$ cat src/asf_regs.svh
`ifndef ASF_REGS_SVH
`define ASF_REGS_SVH

// register addresses on the serial interface
`define ASF_ADDR_STATUS 6'h00
`define ASF_ADDR_DATA 6'h02
`define ASF_ADDR_W 6

// condition flags register layout and reset value
`define ASF_STATUS_RESET 8'h10
`define ASF_BIT_RDY 7
`define ASF_BIT_ERR 6
`define ASF_BIT_RSVD 5
`define ASF_BIT_POR 4
`define ASF_CH_MSB 3
`define ASF_CH_LSB 0
`define ASF_CH_RESET 4'h0

// master-clock cycles between flag raise and result write
`define ASF_PRE_WRITE_CYCLES 3'h4
`define ASF_CNT_ONE 3'h1
`define ASF_CNT_ZERO 3'h0

`endif

$ cat src/asf_pkg.sv
package asf_pkg;
  typedef enum logic [0:0] {ASF_IDLE, ASF_WARN} asf_seq_e;
  typedef logic [3:0] asf_ch_t;
  typedef logic [2:0] asf_cnt_t;
  typedef logic [7:0] asf_byte_t;
endpackage

$ cat src/asf_adc_status_flags.sv
`include "asf_regs.svh"
`timescale 1ns/10ps
`default_nettype none

module asf_adc_status_flags
(
  // clock and power-on reset
  input wire logic core_clk_in,
  input wire logic rst_n_in,
  // host register reads, already decoded from the command byte
  input wire logic host_rd_start_in,
  input wire logic [`ASF_ADDR_W-1:0] host_rd_addr_in,
  input wire logic data_rd_busy_in,
  // conversion engine events
  input wire logic result_req_in,
  input wire asf_pkg::asf_ch_t result_ch_in,
  input wire logic cal_mode_in,
  input wire logic cal_coef_wr_in,
  input wire logic idle_standby_in,
  input wire logic cal_start_in,
  input wire logic conv_start_in,
  // restart pin and error summary
  input wire logic sync_n_in,
  input wire logic err_any_in,
  // status outputs
  output logic data_ready_n_out,
  output logic result_wr_out,
  output asf_pkg::asf_byte_t status_rdata_out,
  output logic main_err_out
);
  import asf_pkg::*;

  localparam asf_byte_t status_reset = `ASF_STATUS_RESET;

  logic sync_meta_reg;
  logic sync_s_reg;
  logic sync_d_reg;
  logic sync_fall;
  logic rd_status;
  logic rd_data;

  asf_seq_e seq_reg, seq_next;
  asf_cnt_t cnt_reg, cnt_next;
  asf_ch_t pend_ch_reg, pend_ch_next;
  logic rdy_n_reg, rdy_n_next;
  logic unread_reg, unread_next;
  logic por_reg, por_next;
  logic err_reg, err_next;
  asf_ch_t ch_reg, ch_next;
  logic wr_reg, wr_next;
  asf_byte_t rdata_reg, rdata_next;
  asf_byte_t status_word;

  // restart pin is asynchronous to the master clock
  always_ff @(posedge core_clk_in or negedge rst_n_in)
  begin
    if (!rst_n_in)
    begin
      sync_meta_reg <= 1'b1;
      sync_s_reg <= 1'b1;
      sync_d_reg <= 1'b1;
    end
    else
    begin
      sync_meta_reg <= sync_n_in;
      sync_s_reg <= sync_meta_reg;
      sync_d_reg <= sync_s_reg;
    end
  end

  assign sync_fall = sync_d_reg && !sync_s_reg;
  assign rd_status = host_rd_start_in &&
    (host_rd_addr_in == `ASF_ADDR_STATUS);
  // coefficient addresses never match here, so they cannot touch the flag
  assign rd_data = host_rd_start_in &&
    (host_rd_addr_in == `ASF_ADDR_DATA);

  always_comb
  begin
    status_word = {8{1'b0}};
    status_word[`ASF_BIT_RDY] = rdy_n_reg;
    status_word[`ASF_BIT_ERR] = err_reg;
    status_word[`ASF_BIT_RSVD] = 1'b0;
    status_word[`ASF_BIT_POR] = por_reg;
    status_word[`ASF_CH_MSB:`ASF_CH_LSB] = ch_reg;
  end

  always_comb
  begin
    seq_next = seq_reg;
    cnt_next = cnt_reg;
    pend_ch_next = pend_ch_reg;
    rdy_n_next = rdy_n_reg;
    unread_next = unread_reg;
    ch_next = ch_reg;
    wr_next = 1'b0;
    // set-to-1 events first; later writes of 0 override them
    if (idle_standby_in || cal_start_in || conv_start_in)
      rdy_n_next = 1'b1;
    if (sync_fall && unread_reg)
      rdy_n_next = 1'b1;
    if (rd_data)
    begin
      rdy_n_next = 1'b1;
      unread_next = 1'b0;
    end
    unique case (seq_reg)
      ASF_IDLE:
      begin
        if (result_req_in)
        begin
          seq_next = ASF_WARN;
          cnt_next = `ASF_PRE_WRITE_CYCLES;
          pend_ch_next = result_ch_in;
          rdy_n_next = 1'b1;
        end
      end
      ASF_WARN:
      begin
        cnt_next = cnt_reg - `ASF_CNT_ONE;
        if (cnt_reg == `ASF_CNT_ONE)
        begin
          seq_next = ASF_IDLE;
          // a read in flight keeps its word; this result is lost
          if (!data_rd_busy_in && !rd_data)
          begin
            wr_next = 1'b1;
            rdy_n_next = 1'b0;
            unread_next = 1'b1;
            ch_next = pend_ch_reg;
          end
        end
      end
    endcase
    // coefficient write wins over the warning raise of the same cycle
    if (cal_mode_in && cal_coef_wr_in)
      rdy_n_next = 1'b0;
  end

  always_comb
  begin
    err_next = err_any_in;
    por_next = por_reg && !rd_status;
    rdata_next = rd_status ? status_word : rdata_reg;
  end

  always_ff @(posedge core_clk_in or negedge rst_n_in)
  begin
    if (!rst_n_in)
    begin
      seq_reg <= ASF_IDLE;
      cnt_reg <= `ASF_CNT_ZERO;
      pend_ch_reg <= `ASF_CH_RESET;
      rdy_n_reg <= status_reset[`ASF_BIT_RDY];
      unread_reg <= 1'b0;
      ch_reg <= `ASF_CH_RESET;
      wr_reg <= 1'b0;
      err_reg <= 1'b0;
      por_reg <= status_reset[`ASF_BIT_POR];
      rdata_reg <= `ASF_STATUS_RESET;
    end
    else
    begin
      seq_reg <= seq_next;
      cnt_reg <= cnt_next;
      pend_ch_reg <= pend_ch_next;
      rdy_n_reg <= rdy_n_next;
      unread_reg <= unread_next;
      ch_reg <= ch_next;
      wr_reg <= wr_next;
      err_reg <= err_next;
      por_reg <= por_next;
      rdata_reg <= rdata_next;
    end
  end

  assign data_ready_n_out = rdy_n_reg;
  assign result_wr_out = wr_reg;
  assign status_rdata_out = rdata_reg;
  assign main_err_out = err_reg;
endmodule // asf_adc_status_flags

`default_nettype wire

$ cat config.mk
export PLATFORM = sky130hd
export DESIGN_NAME = asf_adc_status_flags
export DESIGN_NICKNAME = d
export VERILOG_FILES = /design/src/asf_pkg.sv /design/src/asf_adc_status_flags.sv
export VERILOG_INCLUDE_DIRS = /design/src
export SDC_FILE = /design/constraint.sdc
export NUM_CORES = 1
export LEC_CHECK = 0
export BUFFER_PORTS_ARGS = -buffer_cell sky130_fd_sc_hd__buf_2
export CAP_MARGIN = 10
export CORE_MARGIN = 2
export CORE_UTILIZATION = 49
export DETAILED_ROUTE_END_ITERATION = 12
export PLACE_DENSITY = 0.77
export SLEW_MARGIN = 20
export SYNTH_ARGS = -nofsm -noshare
export SYNTH_HDL_FRONTEND = slang
export SYNTH_SLANG_ARGS = --single-unit
$ cat constraint.sdc
create_clock -name core_clk_in -period 2 [get_ports core_clk_in]
set_input_delay 0.4 -clock core_clk_in [delete_from_list [all_inputs] [get_ports core_clk_in]]
set_output_delay 0.4 -clock core_clk_in [all_outputs]
set_load 0.1 [all_outputs]
==> out/results.tsv <==
stage	metric	value	unit
outcome	outcome	complete, no violations	
floorplan	height of the chip	51.11	um
setup_path	R2R Path Start	cnt_reg[0]	
sta	Setup TNS	0	ns
sta	Setup violations, final	0	
power_and_ir_drop	Leak	0.6523	nW
final_layout	Final Net Count	134	
route	final wirelength	1734	um
synthesis	FFs w/ async S/R, synth	1.000	
setup_path	crit-path cells	buf_2	
floorplan	Initial Util	0.5061	
setup_path	critical path data required time	1.60	ns
route	via count	701	
route	Antenna Violating Nets Remaining	0	
setup_path	Startpoint Class	flop	
synthesis	count of flip-flops with a built-in enable after synthesis	0	
setup_path	worst reg2reg path depth	5	
final_layout	Layout fillers	186	
global_routing	GRT overflow	0	
sta	relative slew slack	0.6187	
sta	period utilization	0.8438	
route	DRT Pass-1 Iters	4	
power_and_ir_drop	peak supply drop	667.0	uV
synthesis	post-synth top area cell	dfrtp_1	
synthesis	Post-Synthesis Cells	74	
cts	# hold bufs at CTS	0	
synthesis	number of synthesis warnings	0	
synthesis	FF+latch count, synth	27	
global_routing	vias in the first global route	670	
setup_path	WS Path Type	reg -> out	
setup_path	worst reg-to-reg setup slack	0.46	ns
final_layout	ANT cells	0	
cts	clock sink count	27	
floorplan	Core ar.	2148	um^2
setup_path	r2r endpoint	ch_reg[0]	
setup_path	CP max-delay cell	dfstp_2	
floorplan	Die W	51.11	um
synthesis	ys flop type	dfrtp_1	
placed_design	area of placed instances	1281	um^2
global_routing	antenna violations before repair	0	
floorplan	die area	2612	um^2
global_routing	GRT Resource Usage Total	0.1564	
placed_design	IO Port Bufs	31	
hold_path	Hold Path Class	in -> async	
cts	CTS buffer count	3	
synthesis	Area contributors post-synth	dfrtp_1, mux2_2, dfstp_2	
power_and_ir_drop	switching pwr	625.3	uW
sta	Tightest Pin Transition	0.5719	ns
final_layout	post-route cell area	1309	um^2
sta	post-layout min period	1.688	ns
power_and_ir_drop	Net Sw Frac	0.3821	
synthesis	synth cell count leaders	dfrtp_1, mux2_2, dfstp_2, inv_1	
setup_path	CP max stage delay	0.55	ns
setup_path	Worst EP arrival	1.29	ns
placed_design	final RePlAce weighted congestion	0.7055	
final_layout	layout cells sized above 1	0.5596	
final_layout	max reg flops	7	
cts	post-CTS resize count	0	
global_routing	pin count of the biggest net entering global routing	28	
power_and_ir_drop	sequential power share	0.491	
placed_design	dpl hpwl	1343	um
sta	Slew Limit Fails	0	
synthesis	post-synthesis sequential area ratio	0.6272	
setup_path	crit path capture type	primary output	
power_and_ir_drop	Clock Power Share	0.138	
power_and_ir_drop	Power Dens Cells	1250	nW/um^2
floorplan	number of cell rows	17	
cts	clock transition at the registers of the reported paths	0.14	ns
synthesis	Cell Area, Synth	1087	um^2
power_and_ir_drop	Comb pwr share	0.372	
cts	Longest Clk Path Bufs	2	
power_and_ir_drop	Power Internal	1.011	mW
cts	Post-CTS Setup Bufs	0	
synthesis	Yosys cell types	27	
sta	Setup Skew	0.006466	ns
setup_path	top cell family by delay on the critical path	flip-flops	
route	Routed wire per std cell	12.66	um
setup_path	Worst path depth	1	
synthesis	Post-Syn Nets	98	
synthesis	top-count cell post-synth	dfrtp_1	
synthesis	area share of the largest cell type after synthesis	0.5063	
sta	RSZ-0062 raised after global routing	no	
global_routing	first-pass GRT wire length	2932	um
cts	clk root buf	clkbuf_4	
cts	H-tree levels	1	
setup_path	WP buf/inv	1	
run	Max-cap violations	0	
route	Iter 0 DRT Violations	4	
route	DR DRC count	0	
setup_path	worst-path fanout max	2	
final_layout	Area Growth Syn to Fin	20.37	%
sta	FMAX	592.6	MHz
cts	Worst-Skew Late Latency	0.32	ns
floorplan	IO Count	33	
sta	Fin. Hold Viols	0	
cts	TritonCTS clock tree	yes	
route	vias per cell	5.117	
synthesis	syn_area_per_cell	14.69	um^2
==> power groups by stage <==
stage | logic, mW | clock network (mW) | registers (mW)
after floorplan | 0.296 | 0 | 0.997
after global placement | 0.586 | 0 | 0.810
after detailed placement | 0.609 | 0 | 0.815
after CTS | 0.610 | 0.239 | 0.804
after global routing | 0.650 | 0.259 | 0.828
final | 0.608 | 0.225 | 0.803
==> per-stage QoR <==
step	hold WS, ns	setup slack, ns	instances	power [mW]	util
6_report	0.05553	0.3124	137	1.637	0.6092
2_1_floorplan	0.1044	0.2284	74	1.293	-
3_3_place_gp	0.3455	0.1676	133	1.396	0.5964
5_1_grt	0.08078	0.2598	137	1.737	0.6092
4_1_cts	0.05831	0.2935	137	1.653	0.6092
3_5_place_dp	0.3468	0.1111	133	1.424	0.5964
==> layout make-up <==
class,instances,area (um^2),share of cell area
flip-flops and latches,27,681.9,0.5210
multi-input cells,40,375.4,0.2868
well taps,28,35.03,0.02677
inverters,5,18.77,0.01434
clock inverters,1,5.005,0.003824
clock buffers,3,22.52,0.01721
repair buffers,33,170.2,0.1300
==> per-layer routing <==
layer,global-route usage,vias up,share of wire
met3,0.01754,4,0.054
li1,-,331,-
met2,0.2576,22,0.49
met4,0.09459,0,0.022
met1,0.1980,344,0.43
met5,0,-,0
==> placed cells by master, fill, tap and decap left out, types with 2 or more instances in the layout <==
cell type,count
dfstp_2,5
buf_4,2
nand3b_1,2
nand2b_1,2
dfrtp_1,22
clkbuf_4,3
a22oi_1,2
ha_1,2
mux2_2,15
buf_2,31
inv_1,5
==> kinds of logic (layout without fill, tap and decap cells) <==
kind of cell | after synthesis | in the layout | share of synthesized area
compound gates | 8 | 8 | 0.05294
xor+xnor | 1 | 1 | 0.008057
fa+ha+maj | 2 | 2 | 0.02301
buf+inv | 7 | 42 | 0.02762
flops | 27 | 27 | 0.6272
mux | 15 | 15 | 0.1553
other cells | 1 | 1 | 0.003449
simple gates | 13 | 13 | 0.1024
==> worst max-delay path by stage <==
stage,from,endpoint
finish,status_rdata_out[4],status_rdata_out[4]
global route,status_rdata_out[4],status_rdata_out[4]
CTS,status_rdata_out[4],status_rdata_out[4]
detailed placement,host_rd_addr_in[0],data_ready_n_out
global placement,host_rd_addr_in[0],data_ready_n_out
floorplan,host_rd_addr_in[0],status_rdata_out[7]
Power figures use the tool's default switching activity.
